**src/inc/cpsq_pkg.sv**
```systemverilog
// shared constants for the channel program store/subtract/queue executor
package cpsq_pkg;
  // opcodes (high nibble = format row, low nibble = column)
  localparam logic [7:0] OP_ST_R_LCT = 8'h51;
  localparam logic [7:0] OP_ST_B_LCT = 8'h71;
  localparam logic [7:0] OP_ST_R_NDX = 8'h81;
  localparam logic [7:0] OP_ST_EXT = 8'hC1;
  localparam logic [7:0] OP_SUB_R_LCT = 8'h59;
  localparam logic [7:0] OP_SUB_B_LCT = 8'h79;
  localparam logic [7:0] OP_SUB_R_NDX = 8'h89;
  localparam logic [7:0] OP_SUB_R_IMM = 8'h99;
  localparam logic [7:0] OP_SUB_B_IMM = 8'hB9;
  localparam logic [7:0] OP_TLU = 8'h56;
  localparam logic [7:0] OP_TQE = 8'hAC;
  localparam logic [7:0] OP_TQF = 8'hAD;
  localparam logic [7:0] OP_WAIT = 8'h01;
  localparam logic [7:0] QUEUE_FULL_BIAS = 8'h0F;
  localparam int CFG_A_EXT_BIT = 4;
  // timing in picoseconds, cycles derived at 5 ns
  localparam int CLK_PERIOD_PS = 5000;
  localparam int T_BASIC_PS = 750000;
  localparam int T_TQF_PS = 1100000;
  localparam int T_EXT_PS = 6800000;
  localparam int T_TLU_PS = 6000000;
  localparam int T_TLU_MAX_PS = 7500000;
  localparam int T_WAIT_PS = 13250000;
  localparam int CYC_BASIC = (T_BASIC_PS + CLK_PERIOD_PS - 1) / CLK_PERIOD_PS;
  localparam int CYC_TQF = (T_TQF_PS + CLK_PERIOD_PS - 1) / CLK_PERIOD_PS;
  localparam int CYC_EXT = (T_EXT_PS + CLK_PERIOD_PS - 1) / CLK_PERIOD_PS;
  localparam int CYC_TLU = (T_TLU_PS + CLK_PERIOD_PS - 1) / CLK_PERIOD_PS;
  localparam int CYC_WAIT = (T_WAIT_PS + CLK_PERIOD_PS - 1) / CLK_PERIOD_PS;
  localparam int CNT_W = 12;
  typedef enum logic [2:0] {
    CPSQ_IDLE = 3'b000,
    CPSQ_EXEC = 3'b001,
    CPSQ_DONE = 3'b011,
    CPSQ_SCAN = 3'b010
  } cpsq_state_t;
endpackage

```
**src/logic/cpsq_sub.sv**
```systemverilog
// 8-bit subtractor producing inverted-borrow carry, sign and zero
`timescale 1ns/1ps
module cpsq_sub import cpsq_pkg::*; #(
  parameter int W = 8
) (
  input wire logic [W-1:0] a,
  input wire logic [W-1:0] b,
  input wire logic [W-1:0] c,
  output logic [W-1:0] diff,
  output logic carry,
  output logic sign,
  output logic zero
);
  wire logic [W:0] wide;
  // a - b - c; carry is one when no borrow occurs
  assign wide = {1'b0, a} - {1'b0, b} - {1'b0, c};
  assign diff = wide[W-1:0];
  assign carry = ~wide[W];
  assign sign = wide[W-1];
  assign zero = (wide[W-1:0] == '0);
endmodule

```
**src/logic/cpsq_scan.sv**
```systemverilog
// fixed-priority service request scan, lowest index wins
`timescale 1ns/1ps
module cpsq_scan import cpsq_pkg::*; #(
  parameter int N = 16
) (
  input wire logic [N-1:0] req,
  output logic [$clog2(N)-1:0] winner,
  output logic any
);
  logic [$clog2(N)-1:0] w;
  always_comb begin
    w = '0;
    for (int i = N - 1; i >= 0; i--) begin
      if (req[i]) begin
        w = i[$clog2(N)-1:0];
      end
    end
  end
  assign winner = w;
  assign any = |req;
endmodule

```
**src/logic/cpsq_exec.sv**
```systemverilog
// executes store, subtract, table look-up, queue tests and wait
`timescale 1ns/1ps
module cpsq_exec import cpsq_pkg::*; #(
  parameter int NCH = 16,
  parameter int CW = $clog2(NCH)
) (
  input wire logic clk,
  input wire logic resetn,
  input wire logic start,
  input wire logic [7:0] opcode,
  input wire logic [7:0] operand,
  input wire logic [7:0] acc_in,
  input wire logic [7:0] index_in,
  input wire logic [7:0] queue_head_ptr,
  input wire logic [7:0] queue_tail_ptr,
  input wire logic config_a_order,
  input wire logic [7:0] config_a_data,
  input wire logic [NCH-1:0] service_req,
  input wire logic [CW-1:0] active_channel,
  input wire logic [15:0] channel_program,
  input wire logic [7:0] lct_rdata,
  input wire logic [7:0] ram_rdata,
  output logic busy,
  output logic done,
  output logic illegal,
  output logic [7:0] acc,
  output logic [7:0] index,
  output logic carry_flag,
  output logic sign_flag,
  output logic zero_flag,
  output logic lct_we,
  output logic lct_re,
  output logic [7:0] lct_addr,
  output logic [7:0] lct_wdata,
  output logic ram_we,
  output logic ram_re,
  output logic [11:0] ram_addr,
  output logic [7:0] ram_wdata,
  output logic ctx_save,
  output logic ctx_restore,
  output logic [CW-1:0] ctx_channel,
  output logic [15:0] ctx_program,
  output logic grant_valid,
  output logic [CW-1:0] grant_channel
);
  logic rst_s1, rst_s2;
  always_ff @(posedge clk or negedge resetn) begin
    if (!resetn) begin
      rst_s1 <= 1'b0;
      rst_s2 <= 1'b0;
    end else begin
      rst_s1 <= 1'b1;
      rst_s2 <= rst_s1;
    end
  end
  wire logic rstn = rst_s2;
  cpsq_state_t state, next_state;
  logic [7:0] op, opnd, ptr_lo;
  logic [CNT_W-1:0] cnt, wait_age;
  logic [2:0] step;
  logic ext_enable;
  logic [CW-1:0] saved_ch [NCH];
  logic [15:0] saved_prog [NCH];
  logic [NCH-1:0] suspended;
  // opcode decode
  wire logic is_st_r = (op == OP_ST_R_LCT);
  wire logic is_st_b = (op == OP_ST_B_LCT);
  wire logic is_st_n = (op == OP_ST_R_NDX);
  wire logic is_st_x = (op == OP_ST_EXT);
  wire logic is_sub_rl = (op == OP_SUB_R_LCT);
  wire logic is_sub_bl = (op == OP_SUB_B_LCT);
  wire logic is_sub_n = (op == OP_SUB_R_NDX);
  wire logic is_sub_ri = (op == OP_SUB_R_IMM);
  wire logic is_sub_bi = (op == OP_SUB_B_IMM);
  wire logic is_tlu = (op == OP_TLU);
  wire logic is_tqe = (op == OP_TQE);
  wire logic is_tqf = (op == OP_TQF);
  wire logic is_wait = (op == OP_WAIT);
  wire logic is_sub = is_sub_rl | is_sub_bl | is_sub_n | is_sub_ri
                    | is_sub_bi;
  wire logic in_b = is_sub_bl | is_sub_bi;
  wire logic imm = is_sub_ri | is_sub_bi;
  wire logic known = is_st_r | is_st_b | is_st_n | is_st_x | is_sub
                   | is_tlu | is_tqe | is_tqf | is_wait;
  wire logic bad_op = !known | (is_st_x & !ext_enable);

  wire logic [CNT_W-1:0] op_cycles =
    is_st_x ? CNT_W'(CYC_EXT) :
    is_tlu ? CNT_W'(CYC_TLU) :
    is_tqf ? CNT_W'(CYC_TQF) :
    is_wait ? CNT_W'(CYC_WAIT) : CNT_W'(CYC_BASIC);

  // operand sources for the shared subtractor
  wire logic [7:0] sub_a = is_tqe | is_tqf ? queue_head_ptr
                         : (in_b ? index : acc);
  wire logic [7:0] sub_b = is_tqe | is_tqf ? queue_tail_ptr
                         : (imm ? opnd : ptr_lo);
  wire logic [7:0] sub_c = is_tqf ? QUEUE_FULL_BIAS : 8'h00;
  logic [7:0] diff;
  logic s_carry, s_sign, s_zero;
  cpsq_sub #(.W(8)) u_sub (
    .a(sub_a),
    .b(sub_b),
    .c(sub_c),
    .diff(diff),
    .carry(s_carry),
    .sign(s_sign),
    .zero(s_zero)
  );

  logic [CW-1:0] win;
  logic win_any;
  cpsq_scan #(.N(NCH)) u_scan (
    .req(service_req),
    .winner(win),
    .any(win_any)
  );

  wire logic last = (cnt == CNT_W'(1));
  wire logic [11:0] tlu_ptr = {lct_rdata[3:0], ptr_lo} + {4'h0, acc};
  wire logic resume = win_any & suspended[win];
  always_comb begin
    next_state = state;
    unique case (state)
      CPSQ_IDLE: if (start) next_state = CPSQ_EXEC;
      CPSQ_EXEC: begin
        if (bad_op) next_state = CPSQ_DONE;
        else if (last) next_state = is_wait ? CPSQ_SCAN : CPSQ_DONE;
      end
      CPSQ_SCAN: if (win_any) next_state = CPSQ_DONE;
      CPSQ_DONE: next_state = CPSQ_IDLE;
    endcase
  end
  always_ff @(posedge clk or negedge rstn) begin
    if (!rstn) begin
      ext_enable <= 1'b0;
    end else if (config_a_order) begin
      ext_enable <= config_a_data[CFG_A_EXT_BIT];
    end
  end

  always_ff @(posedge clk or negedge rstn) begin
    if (!rstn) begin
      state <= CPSQ_IDLE;
      op <= 8'h00;
      opnd <= 8'h00;
      cnt <= '0;
      step <= 3'd0;
      ptr_lo <= 8'h00;
    end else begin
      state <= next_state;
      if (state == CPSQ_IDLE && start) begin
        op <= opcode;
        opnd <= operand;
        step <= 3'd0;
      end
      if (state == CPSQ_EXEC) begin
        step <= (step == 3'd4) ? step : step + 3'd1;
        if (step == 3'd2) ptr_lo <= lct_rdata; // first byte, one cycle late
      end
      cnt <= (state == CPSQ_IDLE) ? op_cycles : (cnt - CNT_W'(1));
      if (state == CPSQ_IDLE && start) cnt <= CNT_W'(CYC_BASIC);
      if (state == CPSQ_EXEC && step == 3'd0) cnt <= op_cycles;
    end
  end

  // memory port control: step 0 read, later steps use the data
  wire logic ex = (state == CPSQ_EXEC) & !bad_op;
  wire logic fin = ex & last;
  always_ff @(posedge clk or negedge rstn) begin
    if (!rstn) begin
      lct_we <= 1'b0;
      lct_re <= 1'b0;
      lct_addr <= 8'h00;
      lct_wdata <= 8'h00;
      ram_we <= 1'b0;
      ram_re <= 1'b0;
      ram_addr <= 12'h000;
      ram_wdata <= 8'h00;
    end else begin
      lct_we <= 1'b0;
      lct_re <= 1'b0;
      ram_we <= 1'b0;
      ram_re <= 1'b0;
      if (ex && step == 3'd0) begin
        lct_re <= is_sub & !imm | is_tlu | is_st_x;
        lct_addr <= (is_sub_n | is_st_n) ? index : opnd;
        lct_we <= is_st_r | is_st_b | is_st_n;
        lct_wdata <= is_st_b ? index : acc;
      end
      if (ex && step == 3'd1 && is_tlu) begin
        lct_re <= 1'b1;
        lct_addr <= opnd + 8'h01;
      end
      if (ex && step == 3'd2 && is_st_x) begin
        ram_we <= 1'b1;
        ram_addr <= {lct_rdata[3:0], index};
        ram_wdata <= acc;
      end
      if (ex && step == 3'd3 && is_tlu) begin
        ram_re <= 1'b1;
        ram_addr <= tlu_ptr;
      end
    end
  end

  // registers and indicators, committed at the end of the timed window
  always_ff @(posedge clk or negedge rstn) begin
    if (!rstn) begin
      acc <= 8'h00;
      index <= 8'h00;
      carry_flag <= 1'b0;
      sign_flag <= 1'b0;
      zero_flag <= 1'b0;
    end else if (fin) begin
      if (is_sub) begin
        if (in_b) index <= diff;
        else acc <= diff;
        carry_flag <= s_carry;
        sign_flag <= s_sign;
        zero_flag <= s_zero;
      end
      if (is_tqe | is_tqf) zero_flag <= s_zero;
      if (is_tlu) begin
        acc <= ram_rdata;
        sign_flag <= ram_rdata[7];
        zero_flag <= (ram_rdata == 8'h00);
      end
    end else if (state == CPSQ_IDLE && start) begin
      acc <= acc_in;
      index <= index_in;
    end
  end

  // wait: save context, scan, grant; restore when a suspended one wins
  always_ff @(posedge clk or negedge rstn) begin
    if (!rstn) begin
      busy <= 1'b0;
      done <= 1'b0;
      illegal <= 1'b0;
      ctx_save <= 1'b0;
      ctx_restore <= 1'b0;
      ctx_channel <= '0;
      ctx_program <= 16'h0000;
      grant_valid <= 1'b0;
      grant_channel <= '0;
      suspended <= '0;
    end else begin
      busy <= (next_state != CPSQ_IDLE);
      done <= (next_state == CPSQ_DONE);
      illegal <= (state == CPSQ_EXEC) & bad_op;
      ctx_save <= 1'b0;
      ctx_restore <= 1'b0;
      grant_valid <= 1'b0;
      if (ex && step == 3'd0 && is_wait) begin
        ctx_save <= 1'b1;
        ctx_channel <= active_channel;
        ctx_program <= channel_program + 16'h0001;
        suspended[active_channel] <= 1'b1;
      end
      if (state == CPSQ_SCAN && win_any) begin
        grant_valid <= 1'b1;
        grant_channel <= win;
        if (resume) begin
          ctx_restore <= 1'b1;
          ctx_channel <= saved_ch[win];
          ctx_program <= saved_prog[win];
          suspended[win] <= 1'b0;
        end
      end
    end
  end

  always_ff @(posedge clk) begin
    if (ex && step == 3'd0 && is_wait) begin
      saved_ch[active_channel] <= active_channel;
      saved_prog[active_channel] <= channel_program + 16'h0001;
    end
  end
  always_ff @(posedge clk or negedge rstn) begin
    if (!rstn) wait_age <= '0;
    else if (ctx_save) wait_age <= CNT_W'(1);
    else if (grant_valid) wait_age <= '0;
    else if (wait_age != '0) wait_age <= wait_age + CNT_W'(1);
  end
  a_sub_carry: assert property (@(posedge clk) disable iff (!rstn)
    fin && is_sub |=> carry_flag == $past(s_carry))
    else $error("carry flag wrong after subtract");
  a_store_flags: assert property (@(posedge clk) disable iff (!rstn)
    fin && (is_st_r | is_st_b | is_st_n | is_st_x)
      |=> $stable(carry_flag) && $stable(zero_flag) && $stable(sign_flag))
    else $error("store changed flags");
  a_ext_illegal: assert property (@(posedge clk) disable iff (!rstn)
    state == CPSQ_EXEC && is_st_x && !ext_enable |=> illegal && !ram_we)
    else $error("extended store not refused");
  a_bad_opcode: assert property (@(posedge clk) disable iff (!rstn)
    state == CPSQ_EXEC && !known |=> illegal ##1 !busy)
    else $error("unassigned opcode not refused");
  a_queue_zero: assert property (@(posedge clk) disable iff (!rstn)
    fin && is_tqe |=> zero_flag == ($past(queue_head_ptr)
      == $past(queue_tail_ptr)) && $stable(acc))
    else $error("queue empty test wrong");
  a_wait_save: assert property (@(posedge clk) disable iff (!rstn)
    ex && step == 3'd0 && is_wait |=> ctx_save)
    else $error("wait did not save context");
  a_wait_grant: assert property (@(posedge clk) disable iff (!rstn)
    wait_age != '0 |-> wait_age <= CNT_W'(3000))
    else $error("wait not granted in time");
  a_lookup_acc: assert property (@(posedge clk) disable iff (!rstn)
    fin && is_tlu |=> acc == $past(ram_rdata) && sign_flag == acc[7])
    else $error("look-up byte not loaded");
  a_ext_write: assert property (@(posedge clk) disable iff (!rstn)
    ram_we |-> ram_wdata == acc)
    else $error("extended store data wrong");
  c_subtract: cover property (@(posedge clk) fin && is_sub);
  c_lookup: cover property (@(posedge clk) fin && is_tlu);
  c_wait_grant: cover property (@(posedge clk) grant_valid && ctx_restore);
  c_illegal: cover property (@(posedge clk) illegal);
endmodule

```
**config.mk**
```make
export PLATFORM = sky130hd
export DESIGN_NAME = cpsq_exec
export DESIGN_NICKNAME = d
export VERILOG_FILES = /design/src/inc/cpsq_pkg.sv /design/src/logic/cpsq_sub.sv /design/src/logic/cpsq_scan.sv /design/src/logic/cpsq_exec.sv
export SDC_FILE = /design/constraint.sdc
export NUM_CORES = 1
export LEC_CHECK = 0
export BUFFER_PORTS_ARGS = -buffer_cell sky130_fd_sc_hd__buf_2
export CAP_MARGIN = 0
export CORE_MARGIN = 1.5
export CORE_UTILIZATION = 55
export CTS_CLUSTER_SIZE = 12
export DETAILED_ROUTE_END_ITERATION = 10
export MAX_ROUTING_LAYER = met4
export PLACE_DENSITY = 0.78
export SLEW_MARGIN = 40
export SYNTH_ARGS = -nofsm -noshare
export SYNTH_HDL_FRONTEND = slang
export SYNTH_SLANG_ARGS = --single-unit
export TNS_END_PERCENT = 10
```
**constraint.sdc**
```tcl
create_clock -name clk -period 5.5 [get_ports clk]
set_input_delay 1.375 -clock clk [delete_from_list [all_inputs] [get_ports clk]]
set_output_delay 1.375 -clock clk [all_outputs]
set_load 0.01 [all_outputs]
```
==> results of run 1 <==
==> cell usage after synthesis, drive strengths merged, types with 6 or more instances <==
| cell | number |
|---|---|
| o211ai | 8 |
| nand2b | 8 |
| a21oi | 108 |
| nor2 | 78 |
| o32a | 7 |
| nor4b | 6 |
| a221oi | 22 |
| or3 | 6 |
| nor2b | 9 |
| nor4 | 16 |
| nand4 | 8 |
| a211oi | 7 |
| nor3 | 27 |
| clkbuf | 58 |
| dfrtp | 150 |
| buf | 23 |
| mux2 | 30 |
| a2111oi | 15 |
| edfxtp | 320 |
| or2 | 6 |
| a31oi | 9 |
| inv | 46 |
| a22oi | 34 |
| and4 | 12 |
| nand2 | 315 |
| xnor2 | 20 |
| o22a | 7 |
| and3 | 20 |
| and2 | 15 |
| o22ai | 21 |
| xor2 | 14 |
| mux2i | 86 |
| nand3 | 42 |
| ha | 29 |
| or4 | 6 |
| o21ai | 63 |
==> sequential cells by signal (all words and copies together), names as in the netlist, 3 cells and up <==
register / count
ram_wdata: 8
saved_ch: 64
acc: 8
index: 8
grant_channel: 4
opnd: 8
ram_addr: 12
ctx_program: 16
op: 8
suspended: 16
saved_prog: 256
lct_wdata: 8
ctx_channel: 4
state: 3
cnt: 12
step: 3
lct_addr: 8
ptr_lo: 8
==> final cells by class <==
cell class                      count  share of cell area
Timing Repair Buffer              252              0.0598
Tap cell                          511              0.0260
Clock buffer                       79              0.0578
Multi-Input combinational cell   1130               0.298
Inverter                           47             0.00719
Sequential cell                   470               0.544
Clock inverter                     12             0.00688
Antenna cell                        2            0.000204
==> final timing paths <==
path	end	cells past startpoint	from
setup / recovery	acc[7]$_DFFE_PN0P_	16	op[1]$_DFFE_PN0P_
hold / removal	ctx_program[10]$_DFF_PN0_	0	rst_s2$_DFF_PN0_
setup reg to reg	acc[7]$_DFFE_PN0P_	16	op[1]$_DFFE_PN0P_
hold reg to reg	ctx_program[10]$_DFF_PN0_	0	rst_s2$_DFF_PN0_
max in group asynchronous	ram_wdata[5]$_DFFE_PN0P_	1	rst_s2$_DFF_PN0_
min in group clk	rst_s2$_DFF_PN0_	0	rst_s1$_DFF_PN0_
==> cell families (layout without fill, tap and decap cells) <==
family,after synthesis,in the layout,share of synthesized area
and+or+nand+nor,587,587,0.128
DFF,470,470,0.637
AOI/OAI and AO/OA,358,358,0.116
buffers and inverters,128,390,0.0257
muxes,116,116,0.0573
adders and majority gates,34,34,0.0221
xor gates and xnor gates,34,34,0.0142
other,1,3,0.000179
==> per-layer routing <==
metal	up-vias	GRT usage	wire length (µm)
met3	141	0.0560	6350
li1	6879	-	-
met4	0	0.122	2040
met2	910	0.473	27400
met1	7641	0.419	23400
met5	-	-	0
==> worst max-delay path: stages, from the launching register on <==
cell and delay, ns:
dfrtp_1 0.44, or4b_1 0.61, nor2_2 0.37, buf_4 0.25, nor2_1 0.06, a21oi_1 0.20
fa_1 0.29, inv_1 0.07, ha_1 0.27, or2_2 0.29, o41ai_1 0.07, a41oi_1 0.14
a211oi_1 0.29, xor2_1 0.19, and2_1 0.22, or4_1 0.48, o211ai_1 0.11
==> report_power, final <==
part / internal [mW] / total [mW] / switching (mW)
combinational: 1.12 / 2.85 / 1.73
clock: 1.87 / 3.25 / 1.38
sequential: 4.14 / 4.60 / 0.465
total: 7.13 / 10.7 / 3.58
==> stage by stage <==
stage	area, µm²	hold WS, ns	cells	util
floorplan	21000	0.331	1728	-
global placement	22800	0.339	2406	0.607
detailed placement	22900	0.267	2410	0.611
CTS	24500	0.251	2501	0.653
global route	24600	0.288	2503	0.653
finish	24600	0.242	2503	0.653
==> impl_metrics.env, run 1 <==
export IMPL_antenna_found_initial=2
export IMPL_synth_top_area_frac=0.458
export IMPL_synth_nets=1874
export IMPL_syn_area_per_cell_um2=12.1
export IMPL_first_global_vias=15000
export IMPL_ys_seq_elements=470
export IMPL_start_util=0.559
export IMPL_start_kind="flop"
export IMPL_ctsHtreeMaxLevel=2
export IMPL_dpl_hpwl_um=39100
export IMPL_synthArstFlopShare=0.319
export IMPL_peakVddDrop_v=0.000307
export IMPL_cts_setup_buffers=0
export IMPL_outcome="complete, no violations"
export IMPL_cts_buffers=49
export IMPL_portBuffers=193
export IMPL_grt_pass1_wl_um=87900
export IMPL_fp_dieW_um=198
export IMPL_fmax_ghz=0.226
export IMPL_finalPower_mw=10.7
export IMPL_ys_seq_area_frac=0.637
export IMPL_reg2reg_slack_ns=1.08
export IMPL_hold_viol=0
export IMPL_die_h_um=198
export IMPL_skew_ns=0.0351
export IMPL_ys_top_cells_by_area="edfxtp_1, dfrtp_1, nand2_1"
export IMPL_grt_overflow=0
export IMPL_ant_nets=0
export IMPL_die_area_um2=39300
export IMPL_yosys_warnings=0
export IMPL_first_pass_iters=6
export IMPL_timing_final_crit_share=0.804
export IMPL_crit_arrival_ns=4.94
export IMPL_vias_per_cell=6.22
export IMPL_cts_root_buf="clkbuf_16"
export IMPL_grt_usage=0.311
export IMPL_synth_cell_types=82
export IMPL_drive_above_1_share=0.196
export IMPL_num_vias=15600
export IMPL_fin_crit_ns=4.42
export IMPL_crit_fanout=12
export IMPL_endpoint_kind="flop"
export IMPL_max_slew_margin=0.427
export IMPL_ios=201
export IMPL_drc_errors=0
export IMPL_cts_tree="done"
export IMPL_hold_path_class="reg -> async"
export IMPL_synth_edf_count=320
export IMPL_critPathKind="reg -> reg"
export IMPL_drtIter0Drc=1736
export IMPL_path_clk_slew_ns=0.06
export IMPL_slew_violations=0
export IMPL_synth_area_leader_cell="edfxtp_1"
export IMPL_cts_repair_resized=0
export IMPL_critPathRequiredTime_ns=6.02
export IMPL_leakage_nw=9.66
export IMPL_synthesis_area_um2=21000
export IMPL_rsz0062_at_grt="no"
export IMPL_insertion_delay_ns=0.62
export IMPL_grt_max_degree=51
export IMPL_most_common_layout_cells="edfxtp_1, nand2_1, buf_2, dfrtp_1, a21oi_1"
export IMPL_ys_flop_type="edfxtp_1"
export IMPL_rows=71
export IMPL_power_density_nw_per_um2=436
export IMPL_coreArea_um2=37600
export IMPL_cts_hold_buf=0
export IMPL_fillers=2737
export IMPL_area_growth_pct=17.0
export IMPL_multi_input_area_um2=7310
export IMPL_dp_slack_ns=0.826
export IMPL_seqCellArea_um2=13400
export IMPL_fin_ws_ns=1.08
export IMPL_gp_congestion=0.950
export IMPL_layout_commonest_cell="edfxtp_1"
export IMPL_clock_path_buffers=3
export IMPL_synthCells=1728
export IMPL_cts_sinks=470
export IMPL_setup_tns_ns=0
export IMPL_finalSetupViolations=0
export IMPL_maxCapViolations=0
export IMPL_worst_pin_slew_ns=0.855
export IMPL_finalWirelength_um=59200
export IMPL_wl_per_cell_um=23.7
export IMPL_fin_nets=2096
Note: power is estimated with default switching activity, not from simulation.
==> inputs of run 2 (changes only) <==
==> constraint.sdc (replaced) <==
create_clock -name clk -period 4.4 [get_ports clk]
set_input_delay 1.1 -clock clk [delete_from_list [all_inputs] [get_ports clk]]
set_output_delay 1.1 -clock clk [all_outputs]
set_load 0.01 [all_outputs]
==> run 2 against run 1 <==
Critical path depth decreased by 1. Sequential power grew 25%. Global-route usage increased by 0.10 points. Sequential cell count is the same. Critical path type unchanged. Largest cell class unchanged. Highest routed layer unchanged.
==> impl_metrics.env, run 2 (same netlist as run 1, synthesis figures left out) <==
export IMPL_critPathRequiredTime_ns=4.90
export IMPL_crit_start="op[7]$_DFFE_PN0P_"
export IMPL_finalSetupViolations=0
export IMPL_crit_arrival_ns=4.67
export IMPL_outcome="complete, no violations"
export IMPL_start_util=0.559
export IMPL_drive_above_1_share=0.200
export IMPL_cts_sinks=470
export IMPL_first_global_vias=15100
export IMPL_skew_ns=0.0301
export IMPL_fp_dieW_um=198
export IMPL_rows=71
export IMPL_r2r_end="acc[7]$_DFFE_PN0P_"
export IMPL_most_common_layout_cells="edfxtp_1, nand2_1, buf_2, dfrtp_1, a21oi_1"
export IMPL_largestRegisters="saved_prog: 256 flops, saved_ch: 64 flops"
export IMPL_dp_slack_ns=0.161
export IMPL_cts_buffers=47
export IMPL_fin_ws_ns=0.223
export IMPL_clock_path_buffers=3
export IMPL_drc_errors=0
export IMPL_critPathKind="reg -> reg"
export IMPL_slew_violations=0
export IMPL_area_growth_pct=16.8
export IMPL_layout_commonest_cell="edfxtp_1"
export IMPL_cts_tree="done"
export IMPL_rr_worst_depth=15
export IMPL_reg2reg_slack_ns=0.22
export IMPL_grt_pass1_wl_um=88800
export IMPL_fin_crit_ns=4.18
export IMPL_finalWirelength_um=59200
export IMPL_grt_overflow=0
export IMPL_largest_register="saved_prog"
export IMPL_placed_area_um2=23100
export IMPL_ant_nets=0
export IMPL_antennaDiodeCount=0
export IMPL_die_area_um2=39300
export IMPL_hold_path_class="in -> async"
export IMPL_leakage_nw=9.68
export IMPL_insertion_delay_ns=0.59
export IMPL_gp_congestion=0.957
export IMPL_ios=201
export IMPL_maxCapViolations=0
export IMPL_peakVddDrop_v=0.000378
export IMPL_power_density_nw_per_um2=535
export IMPL_dpl_hpwl_um=38500
export IMPL_final_area_um2=24500
export IMPL_ctsHtreeMaxLevel=2
export IMPL_cts_hold_buf=0
export IMPL_fmax_ghz=0.239
export IMPL_antenna_found_initial=1
export IMPL_wl_per_cell_um=23.5
export IMPL_whs_ns=0.291
export IMPL_path_clk_slew_ns=0.06
export IMPL_max_slew_margin=0.434
export IMPL_endpoint_kind="flop"
export IMPL_worst_pin_slew_ns=0.849
export IMPL_grt_max_degree=97
export IMPL_drtIter0Drc=1616
export IMPL_vias_per_cell=6.22
export IMPL_crit_end="acc[7]$_DFFE_PN0P_"
export IMPL_die_h_um=198
export IMPL_largest_reg_flops=256
export IMPL_portBuffers=193
export IMPL_hold_viol=0
export IMPL_first_pass_iters=5
export IMPL_coreArea_um2=37600
export IMPL_crit_fanout=15
export IMPL_fin_nets=2120
export IMPL_timing_final_crit_share=0.949
export IMPL_finalPower_mw=13.1
export IMPL_start_kind="flop"
export IMPL_grt_usage=0.312
export IMPL_rr_startpoint="op[7]$_DFFE_PN0P_"
export IMPL_num_vias=15700
export IMPL_cts_root_buf="clkbuf_16"
-- run 2: changes by cell type in the layout (fill, tap and decap cells not counted), sizes merged --
cell | before | now
diode | 2 | 0
bufinv | 2 | 0
clkbuf | 79 | 80
buf | 252 | 278
clkinv | 8 | 3
-- run 2: how the worst min path moves through the flow --
stage / slack [ns] / start / depth (start not counted) / endpoint
floorplan: 0.33 / rst_s1$_DFF_PN0_ / 0 / rst_s2$_DFF_PN0_
global placement: 0.33 / rst_s1$_DFF_PN0_ / 0 / rst_s2$_DFF_PN0_
detailed placement: 0.34 / rst_s1$_DFF_PN0_ / 0 / rst_s2$_DFF_PN0_
CTS: 0.27 / resetn / 1 / rst_s2$_DFF_PN0_
global route: 0.28 / resetn / 1 / rst_s2$_DFF_PN0_
finish: 0.29 / resetn / 1 / rst_s2$_DFF_PN0_
-- run 2: routing by layer --
metal,vias up,GRT usage,wire [µm]
met4,0,0.120,2050
met2,907,0.480,27500
met5,-,-,0
met1,7693,0.419,23700
li1,6919,-,-
met3,155,0.0514,5920
-- run 2: worst max-delay path: stages (launching register included) --
cell and delay, ns:
dfrtp_1 0.51, or4b_1 0.58, nor2_4 0.19, buf_6 0.18, o21ai_0 0.13, fa_1 0.47
inv_1 0.09, ha_1 0.21, or2_2 0.29, o41ai_1 0.07, a41oi_1 0.16, a211oi_2 0.25
xor2_1 0.12, and2_1 0.18, or4_1 0.52, o211ai_1 0.13
-- run 2: final cells by class --
class,count,area [µm²]
Multi-Input combinational cell,1130,7250
Tap cell,511,639
Fill cell,2785,13100
Sequential cell,470,13400
Clock buffer,80,1360
Timing Repair Buffer,278,1680
Clock inverter,5,45.0
Inverter,47,176
-- run 2: metrics by stage --
| step | util | setup TNS [ns] | cells |
|---|---|---|---|
| 6_report | 0.652 | 0 | 2521 |
| 3_3_place_gp | 0.613 | 0 | 2435 |
| 3_5_place_dp | 0.614 | 0 | 2435 |
| 5_1_grt | 0.652 | -0.0686 | 2521 |
| 2_1_floorplan | - | -0.852 | 1728 |
| 4_1_cts | 0.651 | 0 | 2520 |
-- run 2: repair_timing --
action                                  in CTS  in global routing
gates resized for setup                      0                  7
endpoints found under the setup margin       0                  4
setup buffers                                0                  0
-- run 2: power by group --
group          switching (mW)  internal [mW]
clock                    1.63           2.10
combinational            2.19           1.47
sequential              0.555           5.17
total                    4.38           8.74
==> inputs of run 3 (changes only) <==
==> constraint.sdc (replaced) <==
create_clock -name clk -period 4.11 [get_ports clk]
set_input_delay 1.0275 -clock clk [delete_from_list [all_inputs] [get_ports clk]]
set_output_delay 1.0275 -clock clk [all_outputs]
set_load 0.01 [all_outputs]
==> run 3 against run 2 <==
Via count increased by 1.3%. Utilization increased by 1.3 points. Fmax increased by 6.6%. Worst hold slack got worse by 0.066 ns. Critical endpoint unchanged. Highest routed layer unchanged.
==> impl_metrics.env, run 3 (same netlist as run 1, synthesis figures left out) <==
export IMPL_fp_dieW_um=198
export IMPL_finalWirelength_um=59900
export IMPL_fin_nets=2164
export IMPL_met1_usage=0.416
export IMPL_grt_busiest_layer="met2"
export IMPL_start_util=0.559
export IMPL_power_density_nw_per_um2=587
export IMPL_first_global_vias=15400
export IMPL_layout_commonest_cell="edfxtp_1"
export IMPL_area_growth_pct=19.1
export IMPL_clock_path_buffers=3
export IMPL_intPower_mw=9.77
export IMPL_use_met2=0.479
export IMPL_antenna_found_initial=1
export IMPL_fin_crit_ns=3.92
export IMPL_hold_viol=0
export IMPL_power_frac_comb=0.309
export IMPL_cts_buffers=47
export IMPL_crit_fanout=16
export IMPL_drive_above_1_share=0.222
export IMPL_coreArea_um2=37600
export IMPL_largestRegisters="saved_prog: 256 flops, saved_ch: 64 flops"
export IMPL_cts_root_buf="clkbuf_16"
export IMPL_start_kind="flop"
export IMPL_num_vias=15900
export IMPL_insertion_delay_ns=0.60
export IMPL_rows=71
export IMPL_die_area_um2=39300
export IMPL_switching_share=0.334
export IMPL_fmax_ghz=0.255
export IMPL_peakVddDrop_v=0.000383
export IMPL_drtIter0Drc=1905
export IMPL_crit_arrival_ns=4.41
export IMPL_worst_pin_slew_ns=0.763
export IMPL_ant_nets=0
export IMPL_endpoint_kind="flop"
export IMPL_clkPwrFrac=0.278
export IMPL_maxCapViolations=0
export IMPL_ctsHtreeMaxLevel=2
export IMPL_placed_cells=2476
export IMPL_largest_reg_flops=256
export IMPL_leakage_nw=9.94
export IMPL_r2r_end="acc[7]$_DFFE_PN0P_"
export IMPL_timing_final_crit_share=0.954
export IMPL_rsz0062_at_grt="no"
export IMPL_finalSetupViolations=0
export IMPL_rr_startpoint="op[1]$_DFFE_PN0P_"
export IMPL_portBuffers=193
export IMPL_cts_tree="done"
export IMPL_die_h_um=198
export IMPL_largest_register="saved_prog"
export IMPL_ios=201
export IMPL_wl_per_cell_um=23.4
export IMPL_vias_per_cell=6.19
export IMPL_path_clk_slew_ns=0.07
export IMPL_finalCoreUtilization=0.665
export IMPL_setup_tns_ns=0
export IMPL_finalPower_mw=14.7
export IMPL_outcome="complete, no violations"
export IMPL_grt_usage=0.316
export IMPL_power_switching_mw=4.91
export IMPL_drc_errors=0
export IMPL_seq_power_share=0.414
export IMPL_skew_ns=0.0318
export IMPL_grtUsageMet3=0.0600
export IMPL_gp_congestion=0.982
export IMPL_most_common_layout_cells="edfxtp_1, nand2_1, buf_2, dfrtp_1, buf_4"
export IMPL_dpl_hpwl_um=39900
export IMPL_grt_overflow=0
export IMPL_critPathRequiredTime_ns=4.61
export IMPL_fin_cells=2566
export IMPL_max_slew_margin=0.486
export IMPL_first_pass_iters=7
export IMPL_whs_ns=0.225
export IMPL_cts_sinks=470
export IMPL_slew_violations=0
export IMPL_grt_max_degree=86
export IMPL_rr_worst_depth=16
export IMPL_grt_pass1_wl_um=89500
export IMPL_reg2reg_slack_ns=0.19
export IMPL_critPathKind="reg -> reg"
export IMPL_hold_path_class="reg -> async"
-- run 3: cell types whose count changed in the layout (fill, tap and decap cells not counted), moves of 2 or more --
cell / before / now
buf_4: 77 / 117
buf_12: 6 / 10
o21ai_1: 2 / 4
o21ai_0: 59 / 57
a21oi_2: 2 / 4
a21oi_1: 105 / 103
clkbuf_1: 27 / 24
-- run 3: per-layer routing --
layer  vias up  wire, µm
li1       7006         -
met1      7779     23300
met2       933     28000
met3       158      6340
met4         0      2340
met5         -         0
-- run 3: area by class of cell --
cell class	instances	area, µm²
Tap cell	511	639
Antenna cell	1	2.50
Clock buffer	77	1350
Sequential cell	470	13400
Clock inverter	8	103
Multi-Input combinational cell	1130	7290
Inverter	47	176
Fill cell	2706	12600
Timing Repair Buffer	322	2070
-- run 3: worst max-delay path: stages (launching register included) --
cell	delay (ns)
dfrtp_1	0.41
or4b_4	0.58
nor2_2	0.16
buf_6	0.18
buf_4	0.20
nor2_1	0.06
a21oi_1	0.13
ha_1	0.25
inv_1	0.06
ha_1	0.25
o21ai_1	0.26
nor2_1	0.10
a211oi_2	0.26
xor2_1	0.12
and2_1	0.19
or4_4	0.49
o211ai_1	0.12
-- run 3: worst max path at each step --
stage / start / to / slack, ns / depth (start not counted)
final: op[1]$_DFFE_PN0P_ / acc[7]$_DFFE_PN0P_ / 0.19 / 16
after global routing: op[1]$_DFFE_PN0P_ / acc[7]$_DFFE_PN0P_ / 0.005 / 16
after CTS: op[1]$_DFFE_PN0P_ / acc[7]$_DFFE_PN0P_ / 0.001 / 15
after detailed placement: op[1]$_DFFE_PN0P_ / acc[7]$_DFFE_PN0P_ / -0.06 / 16
after global placement: op[1]$_DFFE_PN0P_ / acc[7]$_DFFE_PN0P_ / 0.03 / 16
after floorplan: state[1]$_DFF_PN0_ / saved_ch[1][0]$_DFFE_PP_ / -0.33 / 8
-- run 3: power groups by stage --
stage	Sequential [mW]	Combinational [mW]	Clock, mW
final	6.07	4.53	4.08
after global routing	6.11	4.92	4.29
after CTS	6.06	4.32	4.12
after detailed placement	6.14	4.26	0
after global placement	6.11	4.14	0
after floorplan	6.10	2.47	0
-- run 3: per-stage QoR --
stage	setup slack (ns)	cell area, µm²
4_1_cts	0.00115	24900
2_1_floorplan	-0.332	21000
6_report	0.191	25000
5_1_grt	0.00483	25000
3_3_place_gp	0.0267	23400
3_5_place_dp	-0.0579	23400
-- run 3: what timing repair did --
item	4_1_cts	5_1_grt
endpoints found under the hold margin	0	0
setup buffers	0	3
hold buffers	0	0
resized for setup	4	15
pin swaps	1	6
endpoints found under the setup margin	3	7
